===== src/dbg_pkg.sv =====
// shared constants and types for the bus compare and trace debugger
`default_nettype none
package dbg_pkg;
	// ==========================================
	// register indices
	localparam logic [3:0] IDX_CAH = 4'h0;
	localparam logic [3:0] IDX_CAL = 4'h1;
	localparam logic [3:0] IDX_CBH = 4'h2;
	localparam logic [3:0] IDX_CBL = 4'h3;
	localparam logic [3:0] IDX_FH  = 4'h4;
	localparam logic [3:0] IDX_FL  = 4'h5;
	localparam logic [3:0] IDX_CTL = 4'h6;
	localparam logic [3:0] IDX_TRG = 4'h7;
	localparam logic [3:0] IDX_STS = 4'h8;
	// ==========================================
	// field positions
	localparam int B_ON    = 7;
	localparam int B_ARM   = 6;
	localparam int B_TAG   = 5;
	localparam int B_BRK   = 4;
	localparam int B_ADIR    = 3;
	localparam int B_ADIR_EN = 2;
	localparam int B_BDIR    = 1;
	localparam int B_BDIR_EN = 0;
	localparam int B_TSEL  = 7;
	localparam int B_BEGIN = 6;
	localparam logic [7:0] RST_BYTE = 8'h00;
	localparam logic [7:0] TRG_MASK = 8'hcf;
	// ==========================================
	// trace memory and trigger modes
	localparam int FIFO_AW = 3;
	localparam logic [3:0] FIFO_LAST = 4'h7;
	localparam logic [3:0] FIFO_FULL = 4'h8;
	localparam logic [3:0] M_A     = 4'h0;
	localparam logic [3:0] M_AORB  = 4'h1;
	localparam logic [3:0] M_ATHB  = 4'h2;
	localparam logic [3:0] M_EVB   = 4'h3;
	localparam logic [3:0] M_AEVB  = 4'h4;
	localparam logic [3:0] M_ANDD  = 4'h5;
	localparam logic [3:0] M_ANOTD = 4'h6;
	localparam logic [3:0] M_IN    = 4'h7;
	localparam logic [3:0] M_OUT   = 4'h8;
	typedef struct packed {
		logic [15:0] addr;
		logic [7:0]  data;
		logic        rd;
		logic        opfetch;
		logic        valid;
	} bus_cycle_s;
	typedef enum logic [1:0] {RUN_IDLE, RUN_END, RUN_WAIT, RUN_FILL} run_e;
endpackage
`default_nettype wire


===== src/addr_cmp.sv =====
// one address comparator with read/write qualifier
`default_nettype none
module addr_cmp (
	input  wire logic              [15:0] value,
	input  wire dbg_pkg::bus_cycle_s      cyc,
	input  wire logic                     dir_check,
	input  wire logic                     dir_value,
	output logic                          match,
	output logic                          below,
	output logic                          above
);
	// ==========================================
	// compare
	always_comb
	begin
		match = cyc.valid && (cyc.addr == value) && (!dir_check || (cyc.rd == dir_value));
		below = cyc.addr < value;
		above = cyc.addr > value;
	end
endmodule
`default_nettype wire


===== src/trace_mem.sv =====
// eight word trace memory with registered read data
`default_nettype none
module trace_mem (
	input  wire logic        clk,
	input  wire logic        rst,
	input  wire logic        we,
	input  wire logic [2:0]  waddr,
	input  wire logic [15:0] wdata,
	input  wire logic [2:0]  raddr,
	output logic      [15:0] rdata
);
	logic [15:0] mem [8];
	// ==========================================
	// storage
	always_ff @(posedge clk)
	begin
		if (we)
		begin
			mem[waddr] <= wdata;
		end
	end
	always_ff @(posedge clk)
	begin
		if (rst)
		begin
			rdata <= 16'h0000;
		end
		else
		begin
			rdata <= mem[raddr];
		end
	end
endmodule
`default_nettype wire


===== src/bus_compare_trace_debugger.sv =====
// debug comparators, trace memory and break request logic
//
// Behaviour
// comparator bytes reset to zero, always readable, writes ignored while armed.
// nine byte registers: two comparators, trace word, three control bytes.
// trace high byte is read only; reads zero in event-only modes.
// reading trace high byte does not move the read pointer.
// reading trace low byte returns low half then advances; writes ignored.
// event-only modes store only a data byte in the low half.
// reader fetches high byte before low byte.
// low byte reads do not advance while armed; read after the run.
// unarmed low read stores last opcode address into the slot just read.
// host discards first eight unarmed reads to prime profiling.
// control register readable and writable at any time.
// bit 7 enables module; setting it refused while secure.
// bit 6 arms the run; run end or clearing bits 6/7 stops it.
// bit 5 selects tag or force break type.
// bit 4 lets trigger events request a processor break.
// end trace breaks on trigger, begin trace breaks when memory fills.
// bits 2 and 3 qualify comparator A by read or write.
// bits 0 and 1 qualify comparator B by read or write.
// run ends on full memory in begin trace, trigger in end trace.
// armed flag mirrors arm bit and clears when the run ends.
// comparators check every bus cycle, honouring the direction qualifier.
// memory holds eight 16-bit words, emptied when each run starts.
`default_nettype none
module bus_compare_trace_debugger (
	input  wire logic                clk,
	input  wire logic                rst,
	input  wire logic                secure,
	input  wire dbg_pkg::bus_cycle_s cyc,
	input  wire logic          [3:0] reg_sel,
	input  wire logic                reg_wr,
	input  wire logic                reg_rd,
	input  wire logic          [7:0] reg_wdata,
	output logic               [7:0] reg_rdata,
	output logic                     brk_req,
	output logic                     brk_tag
);
	logic [15:0]   cmp_a_r;
	logic [15:0]   cmp_b_r;
	logic [7:0]    ctl_r;
	logic [7:0]    trg_r;
	logic          af_r;
	logic          bf_r;
	logic          seen_a_r;
	logic [3:0]    cnt_r;
	logic [2:0]    wr_ptr_r;
	logic [2:0]    rd_ptr_r;
	logic [15:0]   last_op_r;
	dbg_pkg::run_e st_r;
	logic          armed;
	logic          on_nxt;
	logic          arm_start;
	logic          ctl_wr;
	logic          event_only;
	logic          ma;
	logic          mb;
	logic          a_below;
	logic          b_above;
	logic          raw_trig;
	logic          trig;
	logic          store;
	logic          run_end;
	logic          lo_rd;
	logic          mem_we;
	logic [2:0]    mem_waddr;
	logic [15:0]   mem_wdata;
	logic [15:0]   mem_rdata;
	logic [2:0]    wr_ptr_nxt;

	// ==========================================
	// helpers
	function automatic logic [15:0] set_byte(input logic [15:0] w, input logic hi,
		input logic [7:0] b);
		set_byte = hi ? {b, w[7:0]} : {w[15:8], b};
	endfunction

	// ==========================================
	// comparators and memory
	// compare every cycle
	// a direction qualifier
	addr_cmp u_cmp_a (
		.value     (cmp_a_r),
		.cyc       (cyc),
		.dir_check (ctl_r[dbg_pkg::B_ADIR_EN]),
		.dir_value (ctl_r[dbg_pkg::B_ADIR]),
		.match     (ma),
		.below     (a_below),
		.above     ()
	);
	// b direction qualifier
	addr_cmp u_cmp_b (
		.value     (cmp_b_r),
		.cyc       (cyc),
		.dir_check (ctl_r[dbg_pkg::B_BDIR_EN]),
		.dir_value (ctl_r[dbg_pkg::B_BDIR]),
		.match     (mb),
		.below     (),
		.above     (b_above)
	);
	// eight word store
	trace_mem u_mem (
		.clk   (clk),
		.rst   (rst),
		.we    (mem_we),
		.waddr (mem_waddr),
		.wdata (mem_wdata),
		.raddr (rd_ptr_r),
		.rdata (mem_rdata)
	);

	// ==========================================
	// control decode
	always_comb
	begin
		armed = ctl_r[dbg_pkg::B_ARM];
		ctl_wr = reg_wr && (reg_sel == dbg_pkg::IDX_CTL);
		// no enabling while secure
		on_nxt = reg_wdata[dbg_pkg::B_ON] && (!secure || ctl_r[dbg_pkg::B_ON]);
		// re-arm on the run-end edge starts afresh instead of sticking armed
		arm_start = ctl_wr && reg_wdata[dbg_pkg::B_ARM] && on_nxt && (!armed || run_end);
		event_only = (trg_r[3:0] == dbg_pkg::M_EVB) || (trg_r[3:0] == dbg_pkg::M_AEVB);
		lo_rd = reg_rd && (reg_sel == dbg_pkg::IDX_FL);
	end

	// ==========================================
	// trigger
	always_comb
	begin
		case (trg_r[3:0])
			dbg_pkg::M_A:     raw_trig = ma;
			dbg_pkg::M_AORB:  raw_trig = ma || mb;
			dbg_pkg::M_ATHB:  raw_trig = mb && seen_a_r;
			dbg_pkg::M_EVB:   raw_trig = mb;
			dbg_pkg::M_AEVB:  raw_trig = mb && seen_a_r;
			dbg_pkg::M_ANDD:  raw_trig = ma && (cyc.data == cmp_b_r[7:0]);
			dbg_pkg::M_ANOTD: raw_trig = ma && (cyc.data != cmp_b_r[7:0]);
			dbg_pkg::M_IN:    raw_trig = cyc.valid && !a_below && !b_above;
			dbg_pkg::M_OUT:   raw_trig = cyc.valid && (a_below || b_above);
			default:          raw_trig = 1'b0;
		endcase
		// opcode qualification approximated by the fetch strobe
		trig = armed && raw_trig && (!trg_r[dbg_pkg::B_TSEL] || cyc.opfetch);
	end

	// ==========================================
	// storage and run end
	always_comb
	begin
		store = 1'b0;
		unique case (st_r)
			dbg_pkg::RUN_IDLE: store = 1'b0;
			dbg_pkg::RUN_WAIT: store = 1'b0;
			dbg_pkg::RUN_END:  store = armed && cyc.valid && cyc.opfetch;
			dbg_pkg::RUN_FILL: store = armed && (event_only ? trig : cyc.valid && cyc.opfetch);
		endcase
		// end on trigger or on full
		run_end = armed && (((st_r == dbg_pkg::RUN_END) && trig) ||
			((st_r == dbg_pkg::RUN_FILL) && store && (cnt_r == dbg_pkg::FIFO_LAST)));
		wr_ptr_nxt = store ? 3'(wr_ptr_r + 3'h1) : wr_ptr_r;
		// unarmed read refills slot
		mem_we = store || (lo_rd && !armed);
		mem_waddr = armed ? wr_ptr_r : rd_ptr_r;
		// data byte only
		mem_wdata = !armed ? last_op_r : event_only ? {8'h00, cyc.data} : cyc.addr;
	end

	// ==========================================
	// comparator registers
	// locked while armed
	always_ff @(posedge clk)
	begin
		if (rst)
		begin
			cmp_a_r <= {dbg_pkg::RST_BYTE, dbg_pkg::RST_BYTE};
			cmp_b_r <= {dbg_pkg::RST_BYTE, dbg_pkg::RST_BYTE};
		end
		else if (reg_wr && !armed)
		begin
			if (reg_sel == dbg_pkg::IDX_CAH || reg_sel == dbg_pkg::IDX_CAL)
			begin
				cmp_a_r <= set_byte(cmp_a_r, reg_sel == dbg_pkg::IDX_CAH, reg_wdata);
			end
			if (reg_sel == dbg_pkg::IDX_CBH || reg_sel == dbg_pkg::IDX_CBL)
			begin
				cmp_b_r <= set_byte(cmp_b_r, reg_sel == dbg_pkg::IDX_CBH, reg_wdata);
			end
		end
	end

	// ==========================================
	// control and trigger registers
	// control always writable; trigger register locked while armed
	// arm set by write, cleared by run end
	// arm bit doubles as armed flag
	always_ff @(posedge clk)
	begin
		if (rst)
		begin
			ctl_r <= dbg_pkg::RST_BYTE;
		end
		else if (ctl_wr)
		begin
			ctl_r <= {on_nxt, reg_wdata[dbg_pkg::B_ARM] && on_nxt, reg_wdata[5:0]};
		end
		else if (run_end)
		begin
			ctl_r[dbg_pkg::B_ARM] <= 1'b0;
		end
	end
	always_ff @(posedge clk)
	begin
		if (rst)
		begin
			trg_r <= dbg_pkg::RST_BYTE;
		end
		else if (reg_wr && !armed && reg_sel == dbg_pkg::IDX_TRG)
		begin
			trg_r <= reg_wdata & dbg_pkg::TRG_MASK;
		end
	end

	// ==========================================
	// run sequencing
	always_ff @(posedge clk)
	begin
		if (rst)
		begin
			st_r <= dbg_pkg::RUN_IDLE;
		end
		else if (arm_start)
		begin
			// event-only runs are always begin traces
			if (event_only)
			begin
				st_r <= dbg_pkg::RUN_FILL;
			end
			else
			begin
				st_r <= trg_r[dbg_pkg::B_BEGIN] ? dbg_pkg::RUN_WAIT : dbg_pkg::RUN_END;
			end
		end
		else if (run_end || !armed)
		begin
			st_r <= dbg_pkg::RUN_IDLE;
		end
		else if (st_r == dbg_pkg::RUN_WAIT && trig)
		begin
			st_r <= dbg_pkg::RUN_FILL;
		end
	end
	always_ff @(posedge clk)
	begin
		if (rst || arm_start)
		begin
			af_r <= 1'b0;
			bf_r <= 1'b0;
			seen_a_r <= 1'b0;
		end
		else if (armed)
		begin
			af_r <= af_r || ma;
			bf_r <= bf_r || mb;
			seen_a_r <= seen_a_r || ma;
		end
	end
	always_ff @(posedge clk)
	begin
		if (rst)
		begin
			last_op_r <= 16'h0000;
		end
		else if (cyc.valid && cyc.opfetch)
		begin
			last_op_r <= cyc.addr;
		end
	end

	// ==========================================
	// trace pointers
	// emptied at run start
	always_ff @(posedge clk)
	begin
		if (rst || arm_start)
		begin
			cnt_r <= 4'h0;
			wr_ptr_r <= 3'h0;
		end
		else if (store)
		begin
			wr_ptr_r <= wr_ptr_nxt;
			if (cnt_r != dbg_pkg::FIFO_FULL)
			begin
				cnt_r <= 4'(cnt_r + 4'h1);
			end
		end
	end
	always_ff @(posedge clk)
	begin
		if (rst || arm_start)
		begin
			rd_ptr_r <= 3'h0;
		end
		else if (run_end)
		begin
			// oldest word first once the circle has wrapped
			rd_ptr_r <= (cnt_r == dbg_pkg::FIFO_FULL) ? wr_ptr_nxt : 3'h0;
		end
		// low read advances
		// frozen while armed
		else if (lo_rd && !armed)
		begin
			rd_ptr_r <= 3'(rd_ptr_r + 3'h1);
		end
	end

	// ==========================================
	// read data and break request
	// nine byte map
	always_ff @(posedge clk)
	begin
		if (rst)
		begin
			reg_rdata <= 8'h00;
		end
		else if (reg_rd)
		begin
			case (reg_sel)
				dbg_pkg::IDX_CAH: reg_rdata <= cmp_a_r[15:8];
				dbg_pkg::IDX_CAL: reg_rdata <= cmp_a_r[7:0];
				dbg_pkg::IDX_CBH: reg_rdata <= cmp_b_r[15:8];
				dbg_pkg::IDX_CBL: reg_rdata <= cmp_b_r[7:0];
				// zero in event-only modes
				// no pointer move here
				dbg_pkg::IDX_FH:  reg_rdata <= event_only ? 8'h00 : mem_rdata[15:8];
				dbg_pkg::IDX_FL:  reg_rdata <= mem_rdata[7:0];
				dbg_pkg::IDX_CTL: reg_rdata <= ctl_r;
				dbg_pkg::IDX_TRG: reg_rdata <= trg_r;
				dbg_pkg::IDX_STS: reg_rdata <= {af_r, bf_r, armed, 1'b0, cnt_r};
				default:          reg_rdata <= 8'h00;
			endcase
		end
	end
	// break only when enabled
	// registered one cycle after run end
	// type latched with request
	always_ff @(posedge clk)
	begin
		if (rst)
		begin
			brk_req <= 1'b0;
			brk_tag <= 1'b0;
		end
		else
		begin
			brk_req <= run_end && ctl_r[dbg_pkg::B_BRK];
			brk_tag <= run_end && ctl_r[dbg_pkg::B_BRK] && ctl_r[dbg_pkg::B_TAG];
		end
	end
endmodule
`default_nettype wire


===== config.mk =====
export PLATFORM = sky130hd
export DESIGN_NAME = bus_compare_trace_debugger
export DESIGN_NICKNAME = d
export VERILOG_FILES = /design/src/dbg_pkg.sv /design/src/addr_cmp.sv /design/src/trace_mem.sv /design/src/bus_compare_trace_debugger.sv
export SDC_FILE = /design/constraint.sdc
export NUM_CORES = 1
export LEC_CHECK = 0
export BUFFER_PORTS_ARGS = -buffer_cell sky130_fd_sc_hd__buf_4
export CAP_MARGIN = 40
export CORE_MARGIN = 2
export CORE_UTILIZATION = 60
export CTS_CLUSTER_SIZE = 24
export DETAILED_ROUTE_END_ITERATION = 8
export HOLD_SLACK_MARGIN = 0.05
export PLACE_DENSITY = 0.76
export SYNTH_ARGS = -nofsm -noshare
export SYNTH_HDL_FRONTEND = slang
export SYNTH_SLANG_ARGS = --single-unit
export TNS_END_PERCENT = 50

===== constraint.sdc =====
create_clock -name clk -period 8.25 [get_ports clk]
set_clock_uncertainty 0.05 [all_clocks]
set_input_delay 2.0625 -clock clk [delete_from_list [all_inputs] [get_ports clk]]
set_output_delay 2.0625 -clock clk [all_outputs]
set_load 0.01 [all_outputs]

== Yosys cells after proc, flatten, opt, wreduce, memory -nomap -nowiden ==
Memory sizes are Yosys's and may differ from the RTL's. A register that Yosys moved wholly into a read port is not among the register bits.
Cells that the tools add are included.
Widths: inputs -> output; s select.

* Memories: 1
* Output and inout port bits: 10
* Bits in writable memories: 128
* Bits in registers: 87
* Word-level logic and storage cells: 144
* Input port bits: 44

{| class="wikitable"
|+ Memories
! name !! depth !! bits a word !! read ports !! clocked after memory_dff !! write ports !! line !! text
|-
| u_mem.mem || 8 || 16 || 1 || 1 || 1 || trace_mem.sv:12 || <nowiki>logic [15:0] mem [8];</nowiki>
|}

* Bitwise operators: 2
* Multiplexer cells: 21
* Magnitude comparators: 2
* Reduce and logical (&&, ||, !) cells: 69
* Equal/unequal tests: 28
* Add/subtract/negate cells: 3

{| class="wikitable"
|+ Operators with widths
! kind !! count
|-
| $pmux 8 s9 || 1
|-
| $eq 4x3->1 const B || 9
|-
| $logic_and 1x1->1 || 33
|-
| $eq 16x16->1 || 2
|-
| $mux 16 || 2
|-
| $eq 4x2->1 const B || 4
|-
| $gt 16x16->1 || 1
|-
| $logic_or 1x1->1 || 16
|-
| $lt 16x16->1 || 1
|-
| $mux 3 || 5
|-
| $eq 4x4->1 const B || 3
|-
| $reduce_and 3->1 || 4
|-
| $mux 2 || 5
|-
| $eq 4x1->1 const B || 2
|-
| $eq 8x8->1 || 1
|-
| $logic_not 4->1 || 2
|-
| $mux 8 || 1
|-
| $ne 8x8->1 || 1
|-
| $pmux 1 s8 || 1
|-
| $logic_not 1->1 || 7
|-
| $add 3x1->3 const B || 2
|-
| $mux 1 || 5
|-
| $add 4x1->4 const B || 1
|-
| $eq 2x2->1 const B || 2
|-
| other kinds (10) || 14
|}

== Logic depth before layout (Yosys ltp) ==
Gate-level depths: netlist of the first run.

* Word-level depth: 17
* Gate-level depth with buffers: 12
* Gate-level depth less buffers: 11

== By module ==
Synthesis of the first run repeated with hierarchy kept, for this count alone.

* Cell total of the unflattened synthesis: 917
* Area, all modules: 10652.7 sq um

{| class="wikitable"
|+ By module, submodules not included
! module !! times used !! cells an instance !! sequential area each (sq um) !! area an instance (sq um)
|-
| trace_mem || 1 || 232 || 4164.0 || 5266.3
|-
| bus_compare_trace_debugger || 1 || 561 || 1741.7 || 4518.1
|-
| addr_cmp || 2 || 62 || 0.0 || 434.2
|}

== Worst setup path before layout of the first run ==
Ideal clock, no wire load.

* Path kind: input port to flip-flop
* Start point: in cyc[25] in the netlist's numbering
* End point: mem u_mem.mem[6][0], enable pin
* Setup slack: 3278 ps
* Setup time: 388 ps
* Cell stages on the path: 10
* Data arrival time: 4534 ps
* Data required time: 7812 ps
* Path buffers: 1
* Path through: ha_1 > nand4_1 > nor3_1 > o211ai_1 > a21oi_1 > and2_1 > a21o_1 > clkbuf_1 > o21ai_0 > nor2_1

* Longest elaborated chain between the ends: 13
* Elaborated cells between the ends (all ways): 27
* Classes of those cells: order compare (2); eq/ne (2); mux (5); reduce/logical (18)

{| class="wikitable"
|+ RTL lines
! element !! line !! text
|-
| start, declared || bus_compare_trace_debugger.sv:31 || <nowiki>input wire dbg_pkg::bus_cycle_s cyc,</nowiki>
|-
| $lt 16x16->1 or $eq 16x16->1 (tied branches) || addr_cmp.sv:17, addr_cmp.sv:16 ||
|-
| $logic_not 1->1 or $logic_and 1x1->1 (tied branches) || bus_compare_trace_debugger.sv:139, addr_cmp.sv:16 ||
|-
| $logic_and 1x1->1 (on tied branches) || bus_compare_trace_debugger.sv:139, addr_cmp.sv:16 ||
|-
| $logic_and 1x1->1 (tied with other cells) || bus_compare_trace_debugger.sv:139 || <nowiki>dbg_pkg::M_IN: raw_trig = cyc.valid && !a_below && !b_above;</nowiki>
|-
| $pmux 1 s8 (*) || bus_compare_trace_debugger.sv:131 || <nowiki>case (trg_r[3:0])</nowiki>
|-
| $logic_and 1x1->1 (*) (2 in a row) || bus_compare_trace_debugger.sv:144 || <nowiki>trig = armed && raw_trig && (!trg_r[dbg_pkg::B_TSEL] || cyc.opfetch);</nowiki>
|-
| $mux 1 (*) || bus_compare_trace_debugger.sv:156 || <nowiki>dbg_pkg::RUN_FILL: store = armed && (event_only ? trig : cyc.valid && cyc.opfetch);</nowiki>
|-
| $logic_and 1x1->1 (*) || bus_compare_trace_debugger.sv:156 ||
|-
| $pmux 1 s3 (*) || bus_compare_trace_debugger.sv:152 || <nowiki>unique case (st_r)</nowiki>
|-
| $logic_or 1x1->1 (*) || bus_compare_trace_debugger.sv:163 || <nowiki>mem_we = store || (lo_rd && !armed);</nowiki>
|-
| $mux 1 (*) || trace_mem.sv:17 || <nowiki>if (we)</nowiki>
|-
| $mux 1 (not written as such) (*) || trace_mem.sv:19 || <nowiki>mem[waddr] <= wdata;</nowiki>
|-
| end, declared || trace_mem.sv:12 ||
|}

Mark *: on every way between the ends. The rest lies on a longest branch, timed or not.

== Worst setup path in the final report of the first run ==
* Start point: in cyc[18] in the netlist's numbering
* End point: reg wr_ptr_r[1]

* Longest elaborated chain between the ends: 17
* Elaborated cells between the ends (all ways): 33
* Classes of those cells: order compare (2); eq/ne (2); mux (4); reduce/logical (25)

{| class="wikitable"
|+ RTL lines
! element !! line !! text
|-
| $lt 16x16->1 or $eq 16x16->1 (tied branches) || addr_cmp.sv:17, addr_cmp.sv:16 ||
|-
| $logic_not 1->1 or $logic_and 1x1->1 (tied branches) || bus_compare_trace_debugger.sv:139, addr_cmp.sv:16 ||
|-
| $logic_and 1x1->1 (on tied branches) || bus_compare_trace_debugger.sv:139, addr_cmp.sv:16 ||
|-
| $logic_and 1x1->1 (tied with other cells) || bus_compare_trace_debugger.sv:139 ||
|-
| $pmux 1 s8 (*) || bus_compare_trace_debugger.sv:131 ||
|-
| $logic_and 1x1->1 (*) (2 in a row) || bus_compare_trace_debugger.sv:144 ||
|-
| $mux 1 || bus_compare_trace_debugger.sv:156 ||
|-
| $logic_and 1x1->1 || bus_compare_trace_debugger.sv:156 ||
|-
| $pmux 1 s3 || bus_compare_trace_debugger.sv:152 ||
|-
| $logic_and 1x1->1 (2 in a row) || bus_compare_trace_debugger.sv:160 || <nowiki>((st_r == dbg_pkg::RUN_FILL) && store && (cnt_r == dbg_pkg::FIFO_LAST)));</nowiki>
|-
| $logic_or 1x1->1 || bus_compare_trace_debugger.sv:159 || <nowiki>run_end = armed && (((st_r == dbg_pkg::RUN_END) && trig) ||</nowiki>
|-
| $logic_and 1x1->1 || bus_compare_trace_debugger.sv:159 ||
|-
| $logic_or 1x1->1 || bus_compare_trace_debugger.sv:122 || <nowiki>arm_start = ctl_wr && reg_wdata[dbg_pkg::B_ARM] && on_nxt && (!armed || run_end);</nowiki>
|-
| $logic_and 1x1->1 || bus_compare_trace_debugger.sv:122 ||
|-
| $logic_or 1x1->1 || bus_compare_trace_debugger.sv:285 || <nowiki>if (rst || arm_start)</nowiki>
|-
| end signal, assigned || bus_compare_trace_debugger.sv:292 || <nowiki>wr_ptr_r <= wr_ptr_nxt;</nowiki>
|-
| end, declared || bus_compare_trace_debugger.sv:48 || <nowiki>logic [2:0] wr_ptr_r;</nowiki>
|}

Marks and branches as above.
A chain may end at the register's enable or synchronous reset.

==> metrics, run 1 <==
status completed; Fin. Hold Viols 0; Rows 48; area share of fa/ha/maj cells after synthesis between 4 and 5%; CTS Buffer Depth 3; Netlist cell types 63; Area Overhead vs Synth 13.3%; WHS 0.404 ns; post-DP HPWL 19.1 mm; Avg Cell Area, Syn 11.6 sq um; Post-CTS Resized 0; Die W 136 um; RD Place Congestion 1.00; Setup Buffers After CTS 0; GR Util All Layers between 30% and 40%; Worst EP arrival 5.30 ns; TritonCTS Buffers 23; DR vias between 7000 and 8000; worst path buffer plus inverter count 1; Critical Path End Type register; Overflow after GRT 0; fin util between 60 and 70%; CTS HTree Levels 1; Synth warnings 0; most frequent cell after synthesis edfxtp_1; Worst path top cell family by delay compound AO/OA/AOI/OAI gates; Syn Nets 990; Slowest-stage cell, CP o21bai_1; largest net degree at the start of global routing 61; Relative slew margins approximately two fifths; pwr dens 201 nW/um^2; Die Area 18600 sq um; Max Transition Viols Final 0; post-synthesis sequential area ratio between 50% and 60%; Top FF cell, synth edfxtp_1; Peak VDD IR 0.220 mV; Nets 1038; Final Setup Violations 0; post-synthesis simple-gate area fraction about an eighth; Compound-Gate Fraction of Synth Area 9.80%; Critical Path RT 8.57 ns; via/cell ratio 6.20; worst slew pin tran ~0.9 ns; Post-Syn Area 10500 sq um; Post-Syn Instances 910; Setup Total Neg Slack 0 ns; number of iterations in the first detailed-routing pass 6; RSZ-0062 raised after global routing false; Routed Antenna Nets 0; post-synthesis mux area share 12.5%; FFs w/ async S/R, synth 0%; worst path cell trace buf_4 -> ha_1 -> a21oi_1 -> o21ai_0 -> a221oi_1 -> a31oi_1 -> or4_4 -> a31oi_4 -> a211oi_2 -> o21bai_1 -> nor2_1; peak fanout along the critical path 12; clk sinks 231; # Max-Cap Violations 0; P_leak around 4.1 nW; initial DRC count 753; drt total wl 27.7 mm; vias in the first global route 7388; Synth top cells by count 128 x edfxtp_1, 103 x dfxtp_1, 94 x nor2_1; Startpoint Class input pin; largest area contributor in the netlist edfxtp_1; Post-synth EDFFs 128; Core Footprint 17200 sq um; Setup Crit Path Kind in -> reg; # IOs 54; PortBufs 53; Initial Util between 60 and 70%; Synth top area share between 30% and 40%; top post-synthesis cells by area edfxtp_1 37%, dfxtp_1 20%, mux4_2 6.9%, mux2i_1 5.4%, ha_1 4.3%; main combinational cell family by area after synthesis multiplexers; Power, Total 2.39 mW; WL/cell between 20 and 25 um; maximum clock rate approximately 200 MHz; Die H around 140 um; TritonCTS clock tree built; fin crit period roughly 5.0 ns; final worst path period share 60.3%; Post-CTS Hold Buffers 0; ANT cells 0; DRC 0; CP peak stage delay 0.75 ns; initial antenna violation count 1; Clk Latency, worst-skew pair 0.51 ns; layout cell share with drive strength beyond 1 15.5%; flops & latches, synth around 230; global-route wire length before repair 42.6 mm; Min-Delay Path Class reg -> reg; xor/xnor share of the synthesized area 1.42%; Clock transition at path regs ~0.06 ns; CTS root buf clkbuf_16
[worst paths after layout]
check               startpoint           end  slack (ns)  cells after the start
setup / recovery       cyc[18]   wr_ptr_r[1]        3.27                     11
hold reg to reg   last_op_r[0]  last_op_r[0]        0.40                      2
setup reg to reg    cmp_b_r[7]   wr_ptr_r[1]        4.45                     11
hold / removal    last_op_r[0]  last_op_r[0]        0.40                      2
[kinds of logic (layout without fill, tap and decap cells)]
kind of cell | count (synthesis) | in the layout
compound gates | 160 | 160
mux | 91 | 91
buf+inv | 94 | 158
simple gates | 281 | 281
flops | 231 | 231
xor+xnor | 17 | 17
fa+ha+maj | 36 | 36
[worst register-to-register path: cells and delay by family (launching register included)]
kind / cells / cell delay [ns]
DFF: 1 / 0.44
buffers and inverters: 1 / 0.08
AOI/OAI and AO/OA: 7 / 2.12
and+or+nand+nor: 2 / 0.65
adders and majority gates: 1 / 0.31
[per-layer routing]
metal,vias to the layer above,part of all wire (%),track usage (%)
met1,3575,42,42.7
met4,0,3.4,10.6
met2,356,47,50.8
met5,-,0,0
li1,3430,-,-
met3,78,7.4,5.15
[power by group]
part / internal [mW] / leakage (nW) / switching (mW) / total, mW
Clock: 0.607 / 0.363 / 0.419 / 1.03
Sequential: 1.22 / 2.02 / 0.00801 / 1.23
Combinational: 0.0505 / 1.75 / 0.0858 / 0.136
[layout by cell type, fill, tap and decap left out, types with 12 or more instances in the layout]
master	count
nand2_1	92
ha_1	36
a21oi_1	76
mux2i_1	57
nor3_1	12
dfxtp_1	101
clkbuf_16	23
nor2_1	93
inv_1	45
o21ai_0	18
edfxtp_1	128
nand3_1	26
buf_4	69
mux4_2	32
[area by class of cell]
| cell class | count | area [sq um] |
|---|---|---|
| flip-flops and latches | 231 | 5910 |
| multi-input cells | 585 | 4260 |
| repair buffers | 72 | 566 |
| fillers | 1261 | 5320 |
| clock inverters | 6 | 83.8 |
| well taps | 225 | 282 |
| clock buffers | 35 | 652 |
| inverters | 45 | 169 |
[sequential cells by signal, summed over array words and instances (netlist names)]
signal	count
ctl_r	8
bf_r	1
af_r	1
brk_tag	1
reg_rdata	8
wr_ptr_r	3
cmp_b_r	16
u_mem.mem	128
u_mem.rdata	16
seen_a_r	1
st_r	2
rd_ptr_r	3
trg_r	6
cmp_a_r	16
brk_req	1
cnt_r	4
last_op_r	16
[through the flow]
stage	instances	cell area [sq um]	worst slack, ns
finish	1199	11900	3.27
detailed placement	1158	11200	2.81
global route	1199	11900	3.00
floorplan	910	10500	3.28
global placement	1152	11100	2.83
CTS	1199	11900	3.37
Note: power is estimated with default switching activity, not from simulation.
==> run 2, diff against run 1 <==
==> constraint.sdc (replaced) <==
create_clock -name clk -period 4.7 [get_ports clk]
set_clock_uncertainty 0.05 [all_clocks]
set_input_delay 1.175 -clock clk [delete_from_list [all_inputs] [get_ports clk]]
set_output_delay 1.175 -clock clk [all_outputs]
set_load 0.01 [all_outputs]
==> run 2 against run 1 <==
Critical path depth up 1. Via count grew 2.3%. Global-route usage decreased by 0.42 points. Largest power group unchanged.
==> metrics, run 2 (synthesis gave the netlist of run 1 again) <==
FF-to-FF path depth 12 (was 11); pwr dens 350 nW/um^2 (was 201 nW/um^2); Gate power share 5.8% (was 5.7%); Die W 136 um (unchanged); P_leak 4.13 nW (about the same); Critical Path RT 5.07 ns (was 8.57 ns); CTS Buffer Depth 3 (unchanged); number of iterations in the first detailed-routing pass 6 (unchanged); Hold Path Sink last_op_r[0] (unchanged); Fin. Hold Viols 0 (unchanged); Area Overhead vs Synth 13.4% (was 13.3%); Post-CTS Hold Buffers 0 (unchanged); Core Footprint 17200 sq um (unchanged); RSZ-0062 raised after global routing false (unchanged); Internal Pwr Total 3.25 mW (was 1.88 mW); PortBufs 53 (unchanged); ANT cells 0 (unchanged); via/cell ratio 6.34 (was 6.20); # IOs 54 (unchanged); Switching Share 22.2% (was 21.4%); Clock Power Share 42.4% (was 42.9%); Hold Path Cell Cnt 2 (unchanged); Overflow after GRT 0 (unchanged); initial antenna violation count 0 (was 1); Peak VDD IR 0.337 mV (was 0.220 mV); Startpoint Class input pin (unchanged); fin cells 1201 (was 1199); worst slew pin tran 0.878 ns (was 0.892 ns); Rows 48 (unchanged); fin crit period approximately 3.6 ns; RD Place Congestion 0.933 (was 1.00); global-route wire length before repair 42.4 mm (was 42.6 mm); fin util 69.2% (was 69.1%); TritonCTS Buffers 23 (unchanged); Inst Count DP 1162 (was 1158); worst setup margin 1.07 ns (was 3.27 ns); Setup Crit Path Kind in -> reg (unchanged); Critical Path End Type register (unchanged); layout cell share with drive strength beyond 1 15.9% (was 15.5%); vias in the first global route 7318 (was 7388); Relative slew margins 41.5% (was 40.4%); largest net degree at the start of global routing 62 (was 61); CTS HTree Levels 1 (unchanged); clk sinks 231 (unchanged); Clock transition at path regs 0.06 ns (about the same); Worst EP arrival 4.00 ns (was 5.30 ns); Clk Latency, worst-skew pair 0.53 ns (was 0.51 ns); DRC 0 (unchanged); DR vias 7612 (was 7439); final worst path period share 77.3%; # Max-Cap Violations 0 (unchanged); Nets 1042 (was 1038); TritonCTS clock tree built (unchanged); NetSw 924 uW (was 513 uW); Final Setup Violations 0 (unchanged); peak fanout along the critical path 9 (was 12); Min-Delay Path Class reg -> reg (unchanged); GR Util All Layers 30.7% (was 31.1%); Setup Buffers After CTS 0 (unchanged); Initial Util 61.0% (unchanged); RR Endpoint wr_ptr_r[0] (was wr_ptr_r[1]); max FFs per register 128 (unchanged); Power, Total 4.17 mW (was 2.39 mW); Die H 136 um (unchanged); status completed (unchanged); worst setup path start cyc[22] (was cyc[18]); Worst Hold Launch last_op_r[0] (unchanged); CTS root buf clkbuf_16 (unchanged); Top reg by flops u_mem.mem (unchanged); Sequential Power Share 51.8% (was 51.4%); commonest non-fill, non-tap cell in the layout edfxtp_1 (unchanged); Routed Antenna Nets 0 (unchanged); R2R setup slack 1.37 ns (was 4.45 ns); maximum clock rate 275 MHz; WL/cell 23.0 um (was 23.1 um); Post-CTS Resized 0 (unchanged); Place WS 0.614 ns (was 2.81 ns); R2R Path Start cmp_b_r[11] (was cmp_b_r[7]); post-DP HPWL 18.9 mm (was 19.1 mm); drt total wl 27.6 mm (was 27.7 mm); Die Area 18600 sq um (unchanged); initial DRC count 1000 (was 753); most frequent cells in the layout 128 x edfxtp_1, 102 x dfxtp_1, 93 x nor2_1 (was 128 x edfxtp_1, 101 x dfxtp_1, 93 x nor2_1); Max Transition Viols Final 0 (unchanged); Setup Total Neg Slack 0 ns (unchanged)
## run 2: worst max path at each step
stage,slack (ns),endpoint
finish,1.07,wr_ptr_r[0]
global placement,0.70,u_mem.mem[6][2]
floorplan,0.62,u_mem.mem[6][0]
detailed placement,0.61,wr_ptr_r[1]
CTS,1.13,u_mem.mem[2][2]
global route,0.95,rd_ptr_r[0]
## run 2: final cells by class
| type | instances | area, sq um |
|---|---|---|
| clock buffers | 26 | 587 |
| clock inverters | 13 | 135 |
| fillers | 1231 | 5320 |
| inverters | 45 | 169 |
| multi-input cells | 585 | 4260 |
| flip-flops and latches | 231 | 5910 |
| well taps | 225 | 282 |
| repair buffers | 76 | 587 |
## run 2: critical path, cell delays in order
cell and delay (ns):
buf_4 0.14, ha_1 0.33, nand4_1 0.18, nor3_1 0.45, o21ai_0 0.16, a31oi_1 0.35, o2111ai_1 0.21, a31oi_4 0.22
a211oi_2 0.15, o21bai_1 0.35, buf_4 0.24, nor2_1 0.06
## run 2: layer usage
layer,vias to the layer above,wire length (um),GRT usage [%],part of all wire (%)
met4,0,956,11.5,3.5
met1,3690,11300,42.7,41
met3,69,2460,5.37,8.9
li1,3430,-,-,-
met2,423,12900,48.7,47
met5,-,0,0,0
## run 2: stage by stage
stage	hold slack, ns	area [sq um]
floorplan	0.376	10500
global placement	0.392	11200
detailed placement	0.397	11200
CTS	0.405	11900
global route	0.420	11900
finish	0.404	11900
## run 2: power by group through the flow
stage	clock, mW	combinational [mW]	sequential, mW
after floorplan	0	0.135	2.20
after global routing	1.85	0.260	2.16
after CTS	1.78	0.236	2.16
final	1.77	0.240	2.16
after detailed placement	0	0.234	2.20
after global placement	0	0.226	2.21
==> run 3, diff against run 2 <==
--- a/config.mk
+++ b/config.mk
@@ -5,14 +5,15 @@
 export SDC_FILE = /design/constraint.sdc
 export NUM_CORES = 1
 export LEC_CHECK = 0
+export ABC_AREA = 1
 export BUFFER_PORTS_ARGS = -buffer_cell sky130_fd_sc_hd__buf_4
 export CAP_MARGIN = 40
 export CORE_MARGIN = 2
-export CORE_UTILIZATION = 60
+export CORE_UTILIZATION = 55
 export CTS_CLUSTER_SIZE = 24
 export DETAILED_ROUTE_END_ITERATION = 8
 export HOLD_SLACK_MARGIN = 0.05
-export PLACE_DENSITY = 0.76
+export PLACE_DENSITY = 0.74
 export SYNTH_ARGS = -nofsm -noshare
 export SYNTH_HDL_FRONTEND = slang
 export SYNTH_SLANG_ARGS = --single-unit
==> constraint.sdc (replaced) <==
create_clock -name clk -period 3.1 [get_ports clk]
set_clock_uncertainty 0.05 [all_clocks]
set_input_delay 0.775 -clock clk [delete_from_list [all_inputs] [get_ports clk]]
set_output_delay 0.775 -clock clk [all_outputs]
set_load 0.01 [all_outputs]
==> run 3 against run 2 <==
Combinational power grew 100%. Global-route usage shrank 1.1 points. Via count grew 16%. Clock-buffer cell count grew 5. Critical endpoint is now u_mem.mem[3][11]. Sequential share of layout area shrank 2.6 points. Critical path type is now reg -> reg. Cell count grew 28%. Die area grew 10%. Critical path depth grew 8. First-iteration DRC count grew 4.5%. Non-clock buffer count grew 32. Clock power grew 74%. Core utilization shrank 2.4 points.
==> metrics, run 3 <==
status completed (unchanged); Worst EP arrival 2.99 ns (was 4.00 ns); FFs w/ async S/R, synth 0% (unchanged); Netlist cell types 42 (was 63); Area Overhead vs Synth 18.1% (was 13.4%); max FFs per register 128 (unchanged); fin crit period 2.82 ns; global-route wire length before repair 45.7 mm (was 42.4 mm); Top reg by flops u_mem.mem (unchanged); Setup Crit Path Kind reg -> reg (was in -> reg); Nets 1337 (was 1042); post-synthesis sequential area ratio 55.5% (was 56.2%); Place WS -0.229 ns (was 0.614 ns); Critical Path RT 3.27 ns (was 5.07 ns); Min-Delay Path Class reg -> reg (unchanged); Core Footprint 18800 sq um (was 17200 sq um); Overflow after GRT 0 (unchanged); most frequent cell after synthesis nor2_1 (was edfxtp_1); Initial Util 56.5% (was 61.0%); Critical Path Most Common Cell nand3_2 (was buf_4); Inst Count DP 1491 (was 1162); Critical Path End Type register (unchanged); Post-Syn Instances 1169 (was 910); peak fanout along the critical path 16 (was 9); ANT cells 0 (unchanged); number of iterations in the first detailed-routing pass 5 (was 6); Peak VDD IR 0.590 mV (was 0.337 mV); clk sinks 231 (unchanged); RSZ-0062 raised after global routing false (unchanged); vias in the first global route 8224 (was 7318); Clock transition at path regs 0.06 ns (about the same); CP peak stage delay 0.35 ns (was 0.45 ns); final worst path period share 90.9%; PortBufs 53 (unchanged); drt total wl 30.0 mm (was 27.6 mm); post-synthesis simple-gate area fraction 16.8% (was 12.4%); initial DRC count 1045 (was 1000); Compound-Gate Fraction of Synth Area 16.6% (was 9.80%); RD Place Congestion 1.00 (was 0.933); post-synthesis mux area share 0% (was 12.5%); Avg Cell Area, Syn 9.10 sq um (was 11.6 sq um); P_leak 4.91 nW (was 4.13 nW); Relative slew margins 49.1% (was 41.5%); via/cell ratio 5.77 (was 6.34); fin cells 1533 (was 1201); Routed Antenna Nets 0 (unchanged); Rows 50 (was 48); Syn Nets 1249 (was 990); DR vias 8843 (was 7612); CTS HTree Levels 1 (unchanged); CTS root buf clkbuf_16 (unchanged); WHS 0.412 ns (was 0.404 ns); Clk Latency, worst-skew pair 0.53 ns (about the same); commonest non-fill, non-tap cell in the layout nor2_1 (was edfxtp_1); Post-Syn Area 10600 sq um (was 10500 sq um); DRC 0 (unchanged); Synth top area share 36.1% (was 36.5%); TritonCTS clock tree built (unchanged); layout cell share with drive strength beyond 1 15.5% (was 15.9%); maximum clock rate approximately 350 MHz; worst path cell trace inv_1 -> ha_1 -> a21oi_1 -> o21ai_0 -> buf_4 -> nand2_1 -> nand3_2 -> nand2_2 -> nand2_1 -> nand3_2 -> nand3_2 -> nand2_2 -> nand2_4 -> nand2_4 -> nand3_2 -> nand3_1 -> inv_1 -> nand2_1 -> inv_1 -> buf_12 (was buf_4 -> ha_1 -> nand4_1 -> nor3_1 -> o21ai_0 -> a31oi_1 -> o2111ai_1 -> a31oi_4 -> a211oi_2 -> o21bai_1 -> buf_4 -> nor2_1); GR Util All Layers 29.6% (was 30.7%); Die H 143 um (was 136 um); Startpoint Class register (was input pin); # Max-Cap Violations 0 (unchanged); largest net degree at the start of global routing 67 (was 62); Setup Total Neg Slack 0 ns (unchanged); Die W 143 um (was 136 um); TritonCTS Buffers 24 (was 23); top post-synthesis cells by area edfxtp_1 36%, dfxtp_1 19%, o21ai_0 7.9%, nor2_1 6.3%, nand2_1 5.0% (was edfxtp_1 37%, dfxtp_1 20%, mux4_2 6.9%, mux2i_1 5.4%, ha_1 4.3%); Post-synth EDFFs 128 (unchanged); Fin. Hold Viols 0 (unchanged); R2R setup slack 0.28 ns (was 1.37 ns); largest area contributor in the netlist edfxtp_1 (unchanged); initial antenna violation count 0 (unchanged); area share of fa/ha/maj cells after synthesis 4.23% (was 4.28%); main combinational cell family by area after synthesis simple AND/OR/NAND/NOR gates (was multiplexers); Power, Total 6.86 mW (was 4.17 mW); Slowest-stage cell, CP dfxtp_1 (was nor3_1); Hold Path Cell Cnt 2 (unchanged); Post-CTS Hold Buffers 0 (unchanged); WL/cell 19.6 um (was 23.0 um); Die Area 20500 sq um (was 18600 sq um); Synth top cells by count 179 x nor2_1, 167 x o21ai_0, 142 x nand2_1 (was 128 x edfxtp_1, 103 x dfxtp_1, 94 x nor2_1); worst setup margin 0.281 ns (was 1.07 ns); CTS Buffer Depth 3 (unchanged); flops & latches, synth 231 (unchanged); # IOs 54 (unchanged); xor/xnor share of the synthesized area 0.741% (was 1.42%); most frequent cells in the layout 177 x nor2_1, 167 x o21ai_0, 142 x nand2_1 (was 128 x edfxtp_1, 102 x dfxtp_1, 93 x nor2_1); Top FF cell, synth edfxtp_1 (unchanged); worst slew pin tran 0.753 ns (was 0.878 ns); pwr dens 546 nW/um^2 (was 350 nW/um^2); post-DP HPWL 21.0 mm (was 18.9 mm); Synth warnings 0 (unchanged); FF-to-FF path depth 20 (was 12); Final Setup Violations 0 (unchanged); Max Transition Viols Final 0 (unchanged)
[run 3: cell types whose count changed after synthesis, moves of 8 or more]
| cell | change |
|---|---|
| o21ai_0 | +149 |
| nor2_1 | +85 |
| inv_1 | +63 |
| mux2i_1 | -57 |
| nand2_1 | +50 |
| mux4_2 | -32 |
| o22ai_1 | +27 |
| inv_2 | +13 |
| a31oi_1 | +11 |
| nor2b_1 | -9 |
| o2bb2ai_1 | -9 |
| nand2_4 | +8 |
| nor3_1 | -8 |
[run 3: where the power goes]
| group | internal [mW] | switching (mW) |
|---|---|---|
| Clock | 1.89 | 1.19 |
| Sequential | 3.28 | 0.0232 |
| Combinational | 0.169 | 0.311 |
[run 3: cell type report]
class	instances	area, sq um
Timing Repair Buffer	108	931
Inverter	126	473
Clock buffer	31	647
Sequential cell	231	5910
Multi-Input combinational cell	766	4090
Clock inverter	11	193
Tap cell	260	325
Fill cell	1494	6260
[run 3: stage by stage]
| stage | instance area (sq um) | util, % |
|---|---|---|
| 6_report | 12600 | 66.7 |
| 5_1_grt | 12600 | 66.7 |
| 4_1_cts | 12600 | 66.7 |
| 3_5_place_dp | 11700 | 62.3 |
| 3_3_place_gp | 11700 | 62.1 |
| 2_1_floorplan | 10600 | - |
[run 3: final timing paths]
| kind | to | from |
|---|---|---|
| setup / recovery | u_mem.mem[3][11] | cmp_b_r[5] |
| hold / removal | reg_rdata[4] | reg_rdata[4] |
| setup reg to reg | u_mem.mem[3][11] | cmp_b_r[5] |
| hold reg to reg | reg_rdata[4] | reg_rdata[4] |
[run 3: cells by family after synthesis]
logic type                 Yosys count
AOI/OAI and AO/OA                  322
xor gates and xnor gates             9
adders and majority gates           36
buffers and inverters              172
DFF                                231
and+or+nand+nor                    399
[run 3: metal layers]
metal / wire, um / track usage [%] / vias to the layer above
met3: 2210 / 4.69 / 92
met2: 13900 / 47.1 / 420
met4: 1470 / 13.8 / 0
met1: 12400 / 39.8 / 4135
li1: - / - / 4196
met5: 0 / 0 / -
[run 3: what timing repair did]
| item | CTS | global route |
|---|---|---|
| buffers inserted | 0 | 0 |
| setup endpoints to repair | 0 | 1 |
| gates resized for setup | 0 | 1 |
[run 3: critical path, delay by kind of cell, from the launching register on]
family	cells	cell delay, ns
buffers and inverters	5	0.61
AOI/OAI and AO/OA	2	0.32
DFF	1	0.35
and+or+nand+nor	12	0.86
adders and majority gates	1	0.33
